### config.mk
export PLATFORM = sky130hd
export DESIGN_NAME = ivt_top
export DESIGN_NICKNAME = d
export VERILOG_FILES = /design/src/inc/ivt_pkg.sv /design/src/inc/ivt_if.sv /design/src/logic/ivt_arb.sv /design/src/logic/ivt_top.sv
export VERILOG_INCLUDE_DIRS = /design/src /design/src/inc
export SDC_FILE = /design/constraint.sdc
export NUM_CORES = 2
export LEC_CHECK = 0
export BUFFER_PORTS_ARGS = -buffer_cell sky130_fd_sc_hd__buf_4
export CORE_MARGIN = 1
export CORE_UTILIZATION = 60
export CTS_CLUSTER_DIAMETER = 120
export DETAILED_ROUTE_END_ITERATION = 8
export PLACE_DENSITY = 0.78
export REMOVE_ABC_BUFFERS = 1
export SLEW_MARGIN = 25
export SYNTH_ARGS = -nofsm -noshare
export SYNTH_HDL_FRONTEND = slang
export SYNTH_SLANG_ARGS = --single-unit
### constraint.sdc
create_clock -name CLOCK_I -period 113 [get_ports CLOCK_I]
set_clock_uncertainty 0.05 [all_clocks]
set_input_delay 22.6 -clock CLOCK_I [delete_from_list [all_inputs] [get_ports CLOCK_I]]
set_output_delay 22.6 -clock CLOCK_I [all_outputs]
set_load 0.01 [all_outputs]
### src/inc/ivt_defines.svh
`ifndef IVT_DEFINES_SVH
`define IVT_DEFINES_SVH

// ----------------------------------------------------------------------
// Sizes and levels
// ----------------------------------------------------------------------
`define IVT_NSRC 56
`define IVT_NPEC 8
`define IVT_NTRAP 9
`define IVT_LVL_MAX 4'hF

// ----------------------------------------------------------------------
// Trap numbers; the vector location is always four times the number
// ----------------------------------------------------------------------
`define IVT_TRAP_NMI 8'h02
`define IVT_TRAP_STKOF 8'h04
`define IVT_TRAP_STKUF 8'h06
`define IVT_TRAP_CLASS_B 8'h0A
`define IVT_TRAP_CC0 8'h10
`define IVT_TRAP_TMR 8'h20
`define IVT_TRAP_T7 8'h3D
`define IVT_TRAP_T2 8'h22
`define IVT_TRAP_S0TB 8'h47
`define IVT_TRAP_S0R 8'h2B
`define IVT_TRAP_PWM 8'h3F
`define IVT_TRAP_CC16 8'h30
`define IVT_TRAP_CC29 8'h44
`define IVT_TRAP_XP0 8'h40

// ----------------------------------------------------------------------
// Register byte offsets
// ----------------------------------------------------------------------
`define IVT_REQ_LO 8'h00
`define IVT_REQ_HI 8'h04
`define IVT_EN_LO 8'h08
`define IVT_EN_HI 8'h0C
`define IVT_TFR 8'h10
`define IVT_STS 8'h14
`define IVT_MASK 8'h18
`define IVT_LVL 8'h1C

// ----------------------------------------------------------------------
// Event channel configuration fields and status bits
// ----------------------------------------------------------------------
`define IVT_PEC_WORD 8
`define IVT_PEC_INCDST 9
`define IVT_PEC_CONT 10
`define IVT_PEC_EN 11
`define IVT_EVT_TRAP 0
`define IVT_EVT_PECZ 1

`endif

### src/inc/ivt_pkg.sv
package ivt_pkg;
`include "ivt_defines.svh"

    typedef enum logic [1:0] {
        IVT_OFF_NONE = 2'b00,
        IVT_OFF_INT = 2'b01,
        IVT_OFF_TRAPA = 2'b10,
        IVT_OFF_TRAPB = 2'b11
    } ivt_kind_t;

    typedef struct packed {
        logic [`IVT_NSRC-1:0] req;
        logic [`IVT_NSRC-1:0] en;
        logic [`IVT_NSRC-1:0][3:0] prio;
        logic [`IVT_NPEC-1:0][17:0] pcfg;
        logic [`IVT_NPEC-1:0][31:0] pptr;
        logic [`IVT_NTRAP-1:0] trap_flag_register;
        logic [`IVT_NTRAP-1:0] tpend;
        logic in_a;
        logic in_b;
        logic rst_svc;
        logic [15:0] act;
        logic [1:0] sts;
        logic [1:0] msk;
        logic [31:0] prdata;
        ivt_kind_t off_kind;
        logic [5:0] off_idx;
        logic [3:0] off_prio;
        logic [7:0] off_trap;
        logic pec_valid;
        logic [2:0] pec_ch;
    } ivt_state_t;
endpackage

### src/inc/ivt_if.sv
`timescale 1ns/100ps
`include "ivt_defines.svh"
interface ivt_if;
    import ivt_pkg::*;
    logic [`IVT_NSRC-1:0] pend;
    logic [`IVT_NSRC-1:0][3:0] prio;
    logic win_valid;
    logic [5:0] win_idx;
    logic [3:0] win_prio;
    modport req (output pend, output prio, input win_valid, input win_idx, input win_prio);
    modport arb (input pend, input prio, output win_valid, output win_idx, output win_prio);
endinterface

### src/logic/ivt_arb.sv
`timescale 1ns/100ps
`include "ivt_defines.svh"
module ivt_arb
    import ivt_pkg::*;
(
    ivt_if.arb b
);
    // Ascending scan with a strict compare keeps the lowest index on a tie.
    always_comb
    begin
        b.win_valid = 1'b0;
        b.win_idx = 6'h00;
        b.win_prio = 4'h0;
        for (int i = 0; i < `IVT_NSRC; i++)
        begin
            if (b.pend[i] && (!b.win_valid || b.prio[i] > b.win_prio))
            begin
                b.win_valid = 1'b1;
                b.win_idx = 6'(i);
                b.win_prio = b.prio[i];
            end
        end
    end
endmodule // ivt_arb

### src/logic/ivt_top.sv
// Summary of operation
// - Every source has a request and enable flag and vectors to its fixed location and number.
// - Four shared extension vectors sit four bytes apart from 0100h to 010Ch, numbers 40h to 43h.
// - A hardware trap is taken at once, unmaskably, class A through its own vector, class B through the shared 0028h.
// - Each trap sets its own bit in the trap flag register.
// - A trap pre-empts everything except a trap service of the same or a higher class in progress.
// - During trap service no standard interrupt or event service is started.
// - Each source has a sixteen-level priority and nests only over strictly lower levels.
// - An event service moves one item, steps a pointer, counts down and interrupts at zero.
// - All class B traps share vector 0028h, number 0Ah, below resets and class A.
// - The CPU priority level reads fifteen while a reset or trap is serviced.
//
// Chosen here: the address map and the APB slave port.
`timescale 1ns/100ps
`include "ivt_defines.svh"
module ivt_top
    import ivt_pkg::*;
(
    input wire logic CLOCK_I,
    input wire logic RST_I,
    input wire logic PSEL_I,
    input wire logic PENABLE_I,
    input wire logic PWRITE_I,
    input wire logic [7:0] PADDR_I,
    input wire logic [31:0] PWDATA_I,
    output logic [31:0] PRDATA_O,
    output logic PREADY_O,
    output logic PSLVERR_O,
    input wire logic [`IVT_NSRC-1:0] SRC_EVT_I,
    input wire logic [`IVT_NTRAP-1:0] TRAP_I,
    input wire logic VEC_ACK_I,
    input wire logic SVC_DONE_I,
    input wire logic PEC_ACK_I,
    output logic VEC_REQ_O,
    output logic [15:0] VEC_ADDR_O,
    output logic [7:0] VEC_TRAP_O,
    output logic PEC_REQ_O,
    output logic [15:0] PEC_SRC_O,
    output logic [15:0] PEC_DST_O,
    output logic PEC_WORD_O,
    output logic [3:0] CPU_PRIORITY_LEVEL_FIELD_O,
    output logic TRAP_BUSY_O,
    output logic IRQ_O
);
    ivt_state_t r;
    ivt_state_t next_r;
    ivt_if ab();
    logic [31:0] rd;
    logic [2:0] pw;
    logic [2:0] pc;
    logic in_prio;
    logic in_pec;
    logic mapped;
    logic [1:0] ev;
    logic [3:0] cpu_priority_level_field;
    logic [17:0] cfg;
    logic [15:0] step;
    logic pec_hit;
    logic [2:0] pec_sel;

    // ------------------------------------------------------------------
    // Helpers
    // ------------------------------------------------------------------
    function automatic logic [3:0] ivt_msb(input logic [15:0] v);
        logic [3:0] m;
        m = 4'h0;
        for (int i = 0; i < 16; i++)
        begin
            if (v[i])
                m = 4'(i);
        end
        return m;
    endfunction

    function automatic logic [7:0] ivt_trapno(input logic [5:0] i);
        logic [7:0] x;
        x = {2'b00, i};
        if (i < 6'h10)
            return `IVT_TRAP_CC0 + x;
        if (i < 6'h1D)
            return `IVT_TRAP_CC16 + x - 8'h10;
        if (i < 6'h20)
            return `IVT_TRAP_CC29 + x - 8'h1D;
        if (i >= 6'h34)
            return `IVT_TRAP_XP0 + x - 8'h34;
        if (i < 6'h22)
            return `IVT_TRAP_TMR + x - 8'h20;
        if (i < 6'h24)
            return `IVT_TRAP_T7 + x - 8'h22;
        if (i < 6'h2D)
            return `IVT_TRAP_T2 + x - 8'h24;
        if (i == 6'h2D)
            return `IVT_TRAP_S0TB;
        if (i == 6'h33)
            return `IVT_TRAP_PWM;
        return `IVT_TRAP_S0R + x - 8'h2E;
    endfunction

    assign ab.pend = r.req & r.en;
    assign ab.prio = r.prio;

    ivt_arb u_arb (
        .b(ab)
    );

    assign cpu_priority_level_field = (r.rst_svc || r.in_a || r.in_b) ? `IVT_LVL_MAX : ivt_msb(r.act);

    // ------------------------------------------------------------------
    // Next state
    // ------------------------------------------------------------------
    always_comb
    begin
        next_r = r;
        ev = 2'b00;
        rd = 32'h0000_0000;
        mapped = 1'b1;
        cfg = 18'h0_0000;
        step = 16'h0000;
        pec_hit = 1'b0;
        pec_sel = 3'h0;
        pw = PADDR_I[4:2];
        pc = PADDR_I[5:3];
        in_prio = (PADDR_I[7:5] == 3'h1) && (pw != 3'h7) && (PADDR_I[1:0] == 2'h0);
        in_pec = (PADDR_I[7:6] == 2'h1) && (PADDR_I[1:0] == 2'h0);
        case (PADDR_I)
            `IVT_REQ_LO: rd = r.req[31:0];
            `IVT_REQ_HI: rd = {8'h00, r.req[55:32]};
            `IVT_EN_LO: rd = r.en[31:0];
            `IVT_EN_HI: rd = {8'h00, r.en[55:32]};
            `IVT_TFR: rd = {23'h00_0000, r.trap_flag_register};
            `IVT_STS: rd = {30'h0000_0000, r.sts};
            `IVT_MASK: rd = {30'h0000_0000, r.msk};
            `IVT_LVL: rd = {26'h000_0000, r.in_b, r.in_a, cpu_priority_level_field};
            default:
            begin
                if (in_prio)
                    rd = r.prio[{pw, 3'h0} +: 8];
                else if (in_pec)
                    rd = PADDR_I[2] ? r.pptr[pc] : {14'h0000, r.pcfg[pc]};
                else
                    mapped = 1'b0;
            end
        endcase
        // Read data is caught in the setup cycle so it stands in a flop.
        if (PSEL_I && !PENABLE_I && !PWRITE_I)
            next_r.prdata = rd;
        if (PSEL_I && PENABLE_I && PWRITE_I)
        begin
            case (PADDR_I)
                `IVT_REQ_LO: next_r.req[31:0] = PWDATA_I;
                `IVT_REQ_HI: next_r.req[55:32] = PWDATA_I[23:0];
                `IVT_EN_LO: next_r.en[31:0] = PWDATA_I;
                `IVT_EN_HI: next_r.en[55:32] = PWDATA_I[23:0];
                `IVT_TFR: next_r.trap_flag_register = r.trap_flag_register & ~PWDATA_I[8:0];
                `IVT_MASK: next_r.msk = PWDATA_I[1:0];
                default:
                begin
                    if (in_prio)
                        next_r.prio[{pw, 3'h0} +: 8] = PWDATA_I;
                    else if (in_pec && PADDR_I[2])
                        next_r.pptr[pc] = PWDATA_I;
                    else if (in_pec)
                        next_r.pcfg[pc] = PWDATA_I[17:0];
                end
            endcase
        end
        // Only bits that the read returned are cleared, so nothing is lost.
        if (PSEL_I && PENABLE_I && !PWRITE_I && PADDR_I == `IVT_STS)
            next_r.sts = r.sts & ~r.prdata[1:0];

        if (VEC_ACK_I)
        begin
            unique case (r.off_kind)
                IVT_OFF_INT:
                begin
                    next_r.req[r.off_idx] = 1'b0;
                    next_r.act[r.off_prio] = 1'b1;
                end
                IVT_OFF_TRAPA:
                begin
                    next_r.tpend[r.off_idx[1:0]] = 1'b0;
                    next_r.in_a = 1'b1;
                end
                IVT_OFF_TRAPB:
                begin
                    next_r.tpend[8:3] = 6'h00;
                    next_r.in_b = 1'b1;
                end
                IVT_OFF_NONE:
                begin
                end
            endcase
        end
        // Returns unwind the most recent service first.
        if (SVC_DONE_I)
        begin
            if (r.in_a)
                next_r.in_a = 1'b0;
            else if (r.in_b)
                next_r.in_b = 1'b0;
            else if (|r.act)
                next_r.act[ivt_msb(r.act)] = 1'b0;
        end
        if (PEC_ACK_I && r.pec_valid)
        begin
            cfg = r.pcfg[r.pec_ch];
            step = cfg[`IVT_PEC_WORD] ? 16'h0002 : 16'h0001;
            if (cfg[`IVT_PEC_INCDST])
                next_r.pptr[r.pec_ch][31:16] = r.pptr[r.pec_ch][31:16] + step;
            else
                next_r.pptr[r.pec_ch][15:0] = r.pptr[r.pec_ch][15:0] + step;
            if (!cfg[`IVT_PEC_CONT])
                next_r.pcfg[r.pec_ch][7:0] = cfg[7:0] - 8'h01;
            // At zero the channel hands its source back to a standard interrupt.
            if (!cfg[`IVT_PEC_CONT] && cfg[7:0] == 8'h01)
            begin
                next_r.pcfg[r.pec_ch][`IVT_PEC_EN] = 1'b0;
                ev[`IVT_EVT_PECZ] = 1'b1;
            end
            else
                next_r.req[cfg[17:12]] = 1'b0;
        end
        next_r.trap_flag_register = next_r.trap_flag_register | TRAP_I;
        next_r.tpend = next_r.tpend | TRAP_I;
        ev[`IVT_EVT_TRAP] = |TRAP_I;
        next_r.req = next_r.req | SRC_EVT_I;
        next_r.sts = next_r.sts | ev;
        next_r.rst_svc = 1'b0;

        for (int ch = 0; ch < `IVT_NPEC; ch++)
        begin
            if (!pec_hit && r.pcfg[ch][`IVT_PEC_EN] && r.pcfg[ch][17:12] == ab.win_idx
                && (r.pcfg[ch][`IVT_PEC_CONT] || r.pcfg[ch][7:0] != 8'h00))
            begin
                pec_hit = 1'b1;
                pec_sel = 3'(ch);
            end
        end
        // Offers are withdrawn for one cycle after any grant to avoid a repeat.
        next_r.off_kind = IVT_OFF_NONE;
        next_r.pec_valid = 1'b0;
        if (!VEC_ACK_I && !PEC_ACK_I && !r.rst_svc)
        begin
            // class A pre-empts all but class A
            if (|r.tpend[2:0] && !r.in_a)
            begin
                next_r.off_kind = IVT_OFF_TRAPA;
                next_r.off_idx = r.tpend[0] ? 6'h00 : (r.tpend[1] ? 6'h01 : 6'h02);
                next_r.off_trap = r.tpend[0] ? `IVT_TRAP_NMI :
                    (r.tpend[1] ? `IVT_TRAP_STKOF : `IVT_TRAP_STKUF);
            end
            else if (|r.tpend[8:3] && !r.in_a && !r.in_b)
            begin
                next_r.off_kind = IVT_OFF_TRAPB;
                next_r.off_trap = `IVT_TRAP_CLASS_B;
            end
            // only above the current level and outside trap service
            else if (!r.in_a && !r.in_b && ab.win_valid && ab.win_prio > cpu_priority_level_field)
            begin
                if (pec_hit)
                begin
                    next_r.pec_valid = 1'b1;
                    next_r.pec_ch = pec_sel;
                end
                else
                begin
                    next_r.off_kind = IVT_OFF_INT;
                    next_r.off_idx = ab.win_idx;
                    next_r.off_prio = ab.win_prio;
                    next_r.off_trap = ivt_trapno(ab.win_idx);
                end
            end
        end
    end

    always_ff @(posedge CLOCK_I or posedge RST_I)
    begin
        if (RST_I)
        begin
            r <= '0;
            r.rst_svc <= 1'b1;
        end
        else
            r <= next_r;
    end

    // ------------------------------------------------------------------
    // Outputs
    // ------------------------------------------------------------------
    assign PRDATA_O = r.prdata;
    assign PREADY_O = 1'b1;
    assign PSLVERR_O = PSEL_I && PENABLE_I && !mapped;
    assign VEC_REQ_O = r.off_kind != IVT_OFF_NONE;
    assign VEC_TRAP_O = r.off_trap;
    assign VEC_ADDR_O = {6'h00, r.off_trap, 2'h0};
    assign PEC_REQ_O = r.pec_valid;
    assign PEC_SRC_O = r.pptr[r.pec_ch][15:0];
    assign PEC_DST_O = r.pptr[r.pec_ch][31:16];
    assign PEC_WORD_O = r.pcfg[r.pec_ch][`IVT_PEC_WORD];
    assign CPU_PRIORITY_LEVEL_FIELD_O = cpu_priority_level_field;
    assign TRAP_BUSY_O = r.in_a || r.in_b;
    assign IRQ_O = |(r.sts & r.msk);
endmodule // ivt_top

======== Word level (Yosys, flattened, before mapping) ========
Cells that the tools add are included.
word-level totals
  bits in registers ....................... 833
  input bits .............................. 113
  output and inout bits ................... 99
  logic and storage cells ................. 982
cells by class
  $add $sub $neg .......................... 19
  order comparisons ....................... 77
  equal/unequal tests ..................... 27
  shift operators ......................... 9
  mux-type cells .......................... 464
  bitwise logic cells ..................... 25
  reduce and logical (&&, ||, !) cells .... 271
operators with widths
  kind                 count
  $mux W400            2
  $bwmux W256          3
  $mux W745            1
  $mux W144            5
  $mux W624            1
  $mux W8              78
  $mux W256            2
  $mux W4              88
  $bwmux W144          2
  $demux W32 S3        3
  $mux W32             9
  $pmux W32 S8         1
  $bwmux W224          1
  $gt A4 B4 Y1         56
  $mux W224            1
  $mux W56             4
  $shiftx A56 B7 Y8    4
  $shiftx A8 B8 Y56    4
  $bmux W32 S3         2
  $mux W1              171
  $and A56 B56 Y56     3
  $demux W18 S3        3
  $and A144 B144 Y144  1
  $mux W6              24
  other kinds (84)     423

======== Logic depth before layout (Yosys ltp) ========
  depth in word-level cells ............... 356
  depth in mapped cells ................... 515
  depth with buffers taken out ............ 494

======== Hierarchy ========
From an unflattened synthesis, not the netlist that was laid out.
unflattened totals
  cell total of the unflattened synthesis .. 6532
  area total of the unflattened synthesis .. 60996.0 µm²
modules (own cells, without submodules)
  module   instances  cells each  area each (µm²)  sequential area each (µm²)
  ivt_top  1          4672        48624.1          20846.2
  ivt_arb  1          1860        12371.9          0.0

======== Worst setup path before layout ========
OpenSTA, ideal clock, no wires.
  path kind ............................... flip-flop to flip-flop
  from .................................... register r[777] (netlist bit)
  to ...................................... register r (netlist bit VEC_TRAP_O[3])
  setup time .............................. 139 ps
  arrival ................................. 86800 ps
  data required time ...................... 112811 ps
  path slack .............................. 26011 ps
  cell stages (with the launch flop) ...... 469
  path buffers ............................ 22
  clock period less this slack ............ 86989 ps
  path through ............................ dfrtp_1 buf_6 and3_2 ha_1 nand4_1 o21bai_1 a21o_1 mux2_2 ha_1 nor2b_1 o211ai_1 a31o_2 clkbuf_1 nor2_1 a21o_1 ha_1 or2_2 a21oi_1 (+433 left out) nand3_1 nand2_1 a211oi_1 and2_1 dlygate4sd2_1 o21a_1 clkbuf_1 nand2_1 inv_1 ha_1 nor2b_1 nor2_1 nor2_1 o211a_1 a221oi_1 nor4_1 o41ai_1 a2bb2oi_1
between the ends
  cells in the longest elaborated chain, start to end .. 301
  elaborated cells between the ends (all ways) .. 632
  classes of those cells .................. add/sub (15); order compare (63); eq/ne (11); mux (343); bitwise (1); reduce/logical (199)
ends and longest elaborated chain
  element                                           RTL line        RTL
  start, declared                                   ivt_top.sv:45   ivt_state_t r;
  start signal, assigned                            ivt_top.sv:284  r <= next_r;
  $and A56 B56 Y56 (*)                              ivt_top.sv:99   assign ab.pend = r.req & r.en;
  $mux W4 or $mux W1 (tied branches)                ivt_arb.sv:16   if (b.pend[i] && (!b.win_valid || b.prio[i] > b.win_prio))
  $gt A4 B4 Y1 or $logic_not A1 Y1 (tied branches)  ivt_arb.sv:16
  $logic_or A1 B1 Y1                                ivt_arb.sv:16
  $logic_and A1 B1 Y1                               ivt_arb.sv:16
  $mux W4 or $mux W1 (tied branches)                ivt_arb.sv:16
  $gt A4 B4 Y1 or $logic_not A1 Y1 (tied branches)  ivt_arb.sv:16
  $logic_or A1 B1 Y1                                ivt_arb.sv:16
  (+285 left out)                                   --
  $mux W8                                           ivt_top.sv:86   if (i < 6'h22)
  $mux W8                                           ivt_top.sv:84   if (i >= 6'h34)
  $mux W8                                           ivt_top.sv:82   if (i < 6'h20)
  $mux W8                                           ivt_top.sv:80   if (i < 6'h1D)
  $mux W19                                          ivt_top.sv:260  if (pec_hit)
  $mux W23                                          ivt_top.sv:258  else if (!r.in_a && !r.in_b && ab.win_valid && ab.win_prio > cpu_priority_level_field)
  $mux W8                                           ivt_top.sv:252  else if (|r.tpend[8:3] && !r.in_a && !r.in_b)
  $mux W8                                           ivt_top.sv:245  if (|r.tpend[2:0] && !r.in_a)
Every way passes the cells marked *; elsewhere a longest branch is shown, timed or not. The select of a mux whose other input is x is not followed.
A chain may end at the register's enable or synchronous reset.

======== Final worst setup path ========
  from .................................... register r[777] (netlist bit)
  to ...................................... register r (netlist bit VEC_TRAP_O[0])
The elaborated chain is that of the path after synthesis.

==> flow_metrics.tcl <==
set metrics [dict create \
    nNetsFinal 6921 \
    clkTransAtPathRegs_ps 60 \
    ys_seq_elements 833 \
    initial_core_util_pct 61.00 \
    clockBufferDepth 3 \
    hp-class "reg2reg" \
    async_flop_share_pct 100.0 \
    synth.avg_cell_area_um2 8.862 \
    postSynthCellCount 6696 \
    crit_arrival_ps 102040 \
    fp-row-count 114 \
    finalHoldViolations 0 \
    cts_buffers 94 \
    slew_headroom_pct 6.990 \
    slowest_stage "a311oi_2" \
    dp_slack_ps 14270 \
    wl_per_cell_um 34.14 \
    setup_viol 0 \
    critPathLaunch "r[777]" \
    final_max_slew_viol_count 0 \
    drtPass1Iterations 9 \
    grt_max_degree 95 \
    viasPerCell 7.570 \
    antenna_left 0 \
    period_needed_ps 101490 \
    dieArea_mm2 0.1002 \
    required_ps 113560 \
    startpoint_type "flop" \
    fmax_mhz 9.854 \
    insertion_delay_ps 720 \
    grt_pass1_vias 55650 \
    grt_first_pass_wirelength_um 384800 \
    cts_tree "built" \
    drcViolationCount 26 \
    drv_cap 0 \
    cts_setup_buffers 0 \
    power_density_mw_per_mm2 12.72 \
    ys_warn_count 0 \
    synth_edf_count 0 \
    max_slew.worst_pin.slew_ps 1387 \
    violations "DRC" \
    rr_startpoint "r[777]" \
    totalWireLength_um 272500 \
    grt_overflow 0 \
    cts.sinks 833 \
    antenna_found_initial 20 \
    core_area_mm2 0.09728 \
    port_buffers 202 \
    drive_gt1_share_pct 17.34 \
    fin_cells 7981 \
    dp_hpwl_um 188600 \
    whs_ps 431.5 \
    critPathMaxStageDelay_ps 790 \
    final_common_cell "dfrtp_1" \
    placed_cells 7783 \
    synth_area_mm2 0.05934 \
    p_leak_nw 28.63 \
    ctsHoldBuffers 0 \
    synth_ff_type "dfrtp_1" \
    worst-path-max-fanout 40 \
    synth_sequential_area_ratio_pct 35.13 \
    ir_worst_vdd_v 0.00001267 \
    crit_top_cell "a21oi_1" \
    synth.distinct_cells 143 \
    fin_tns_setup_ps 0 \
    grt_use_total_pct 53.09 \
    die_w_um 316.5 \
    io-pin-count 212 \
    areaGrowthSynthToFinish_pct 8.911 \
    num_vias 60410 \
    final_cell_mix "dfrtp_1 (832), nand2_1 (778), o21ai_0 (518), mux2_2 (432), a21oi_1 (390)" \
    fill_cells 8005 \
    hp-start "PRDATA_O[25]" \
    crit_type "reg2reg" \
    h-tree-depth 3 \
    status "finished with violations" \
    layout_setup_ws_ps 11510 \
    drtIter0Drc 10600 \
    layout_worst_path_cycle_share_pct 89.81 \
    routabilityCongestion 1.178 \
    root_buffer "clkbuf_16" \
    dieHeight_um 316.5 \
    rsz0062_at_grt "false" \
    ctsResizeCount 0 \
    end_kind "flop" \
]
synthesized netlist by cell type (all sizes together), types with 121 or more instances:
cell | instances | share of area (%)
mux2i | 216 | 3.7
nor3 | 121 | 1.1
dfrtp | 832 | 35
clkbuf | 371 | 2.4
a21oi | 393 | 3.3
inv | 247 | 1.6
ha | 202 | 4.3
nand2 | 792 | 5.1
nor2 | 393 | 2.5
nand3 | 136 | 1.2
o21ai | 535 | 4.6
a22oi | 341 | 4.3
mux2 | 435 | 8.3
buf | 129 | 1.3
worst paths after layout:
path / endpoint / slack, ps / depth (start not counted)
setup / recovery: VEC_TRAP_O[0] / 11510 / 445
hold / removal: PRDATA_O[25] / 430 / 2
setup reg to reg: VEC_TRAP_O[0] / 11510 / 445
hold reg to reg: PRDATA_O[25] / 430 / 2
max in group asynchronous: asynchronous set/reset pin / 87340 / 7
min in group asynchronous: r[183] / 21870 / 2
kinds of logic (layout without fill, tap and decap cells):
group / count (synthesis) / count (layout) / synth area share [%]
AO/OA/AOI/OAI: 2146 / 2146 / 24.53
AND/OR/NAND/NOR: 2012 / 2012 / 16.27
flip-flops: 833 / 833 / 35.13
buffers and inverters: 750 / 730 / 5.312
multiplexers: 695 / 695 / 13.61
adder cells (fa/ha/maj): 210 / 210 / 4.428
XOR/XNOR: 48 / 48 / 0.7085
other: 2 / 31 / 0.01266
final cells by class:
cell class                 count  area, um^2  share of cell area, %
clock inverter                43       533.0                 0.8248
inverter                     248       938.4                  1.452
timing repair buffer         306        2327                  3.601
multi-input combinational   5121       35580                  55.06
clock buffer                 133        2749                  4.254
sequential                   833       20850                  32.26
tap                         1276        1597                  2.470
antenna                       21       52.55                0.08132
critical path, delay by kind of cell (launching register included):
kind | cells | cell delay, ps
mux | 23 | 6910
compound gates | 238 | 53510
flops | 1 | 520
simple gates | 101 | 19270
buf+inv | 21 | 2130
fa+ha+maj | 62 | 18870
power by group:
part / leakage [nW] / internal [mW] / total (mW) / switching, mW
clock: 1.61 / 0.185 / 0.329 / 0.144
sequential: 10.9 / 0.303 / 0.309 / 0.00656
combinational: 16.1 / 0.0616 / 0.183 / 0.122
total: 28.6 / 0.550 / 0.822 / 0.272
per-layer routing:
metal	share of wire (%)	wire, um	global-route usage [%]	vias to the layer above
met2	40	108100	72.91	5364
met5	0.073	198	0.9943	-
met3	16	43190	22.55	1383
met4	9.3	25400	40.02	14
met1	35	95570	65.80	28920
li1	-	-	-	24730
metrics by stage:
| step | power, mW | area (um^2) | utilization, % |
|---|---|---|---|
| floorplan | 0.4258 | 57150 | - |
| finish | 0.8222 | 64630 | 66.43 |
| CTS | 0.8109 | 64530 | 66.33 |
| global placement | 0.4866 | 61230 | 62.94 |
| detailed placement | 0.4885 | 61250 | 62.96 |
| global route | 0.8429 | 64580 | 66.39 |
Power figures use the tool's default switching activity.
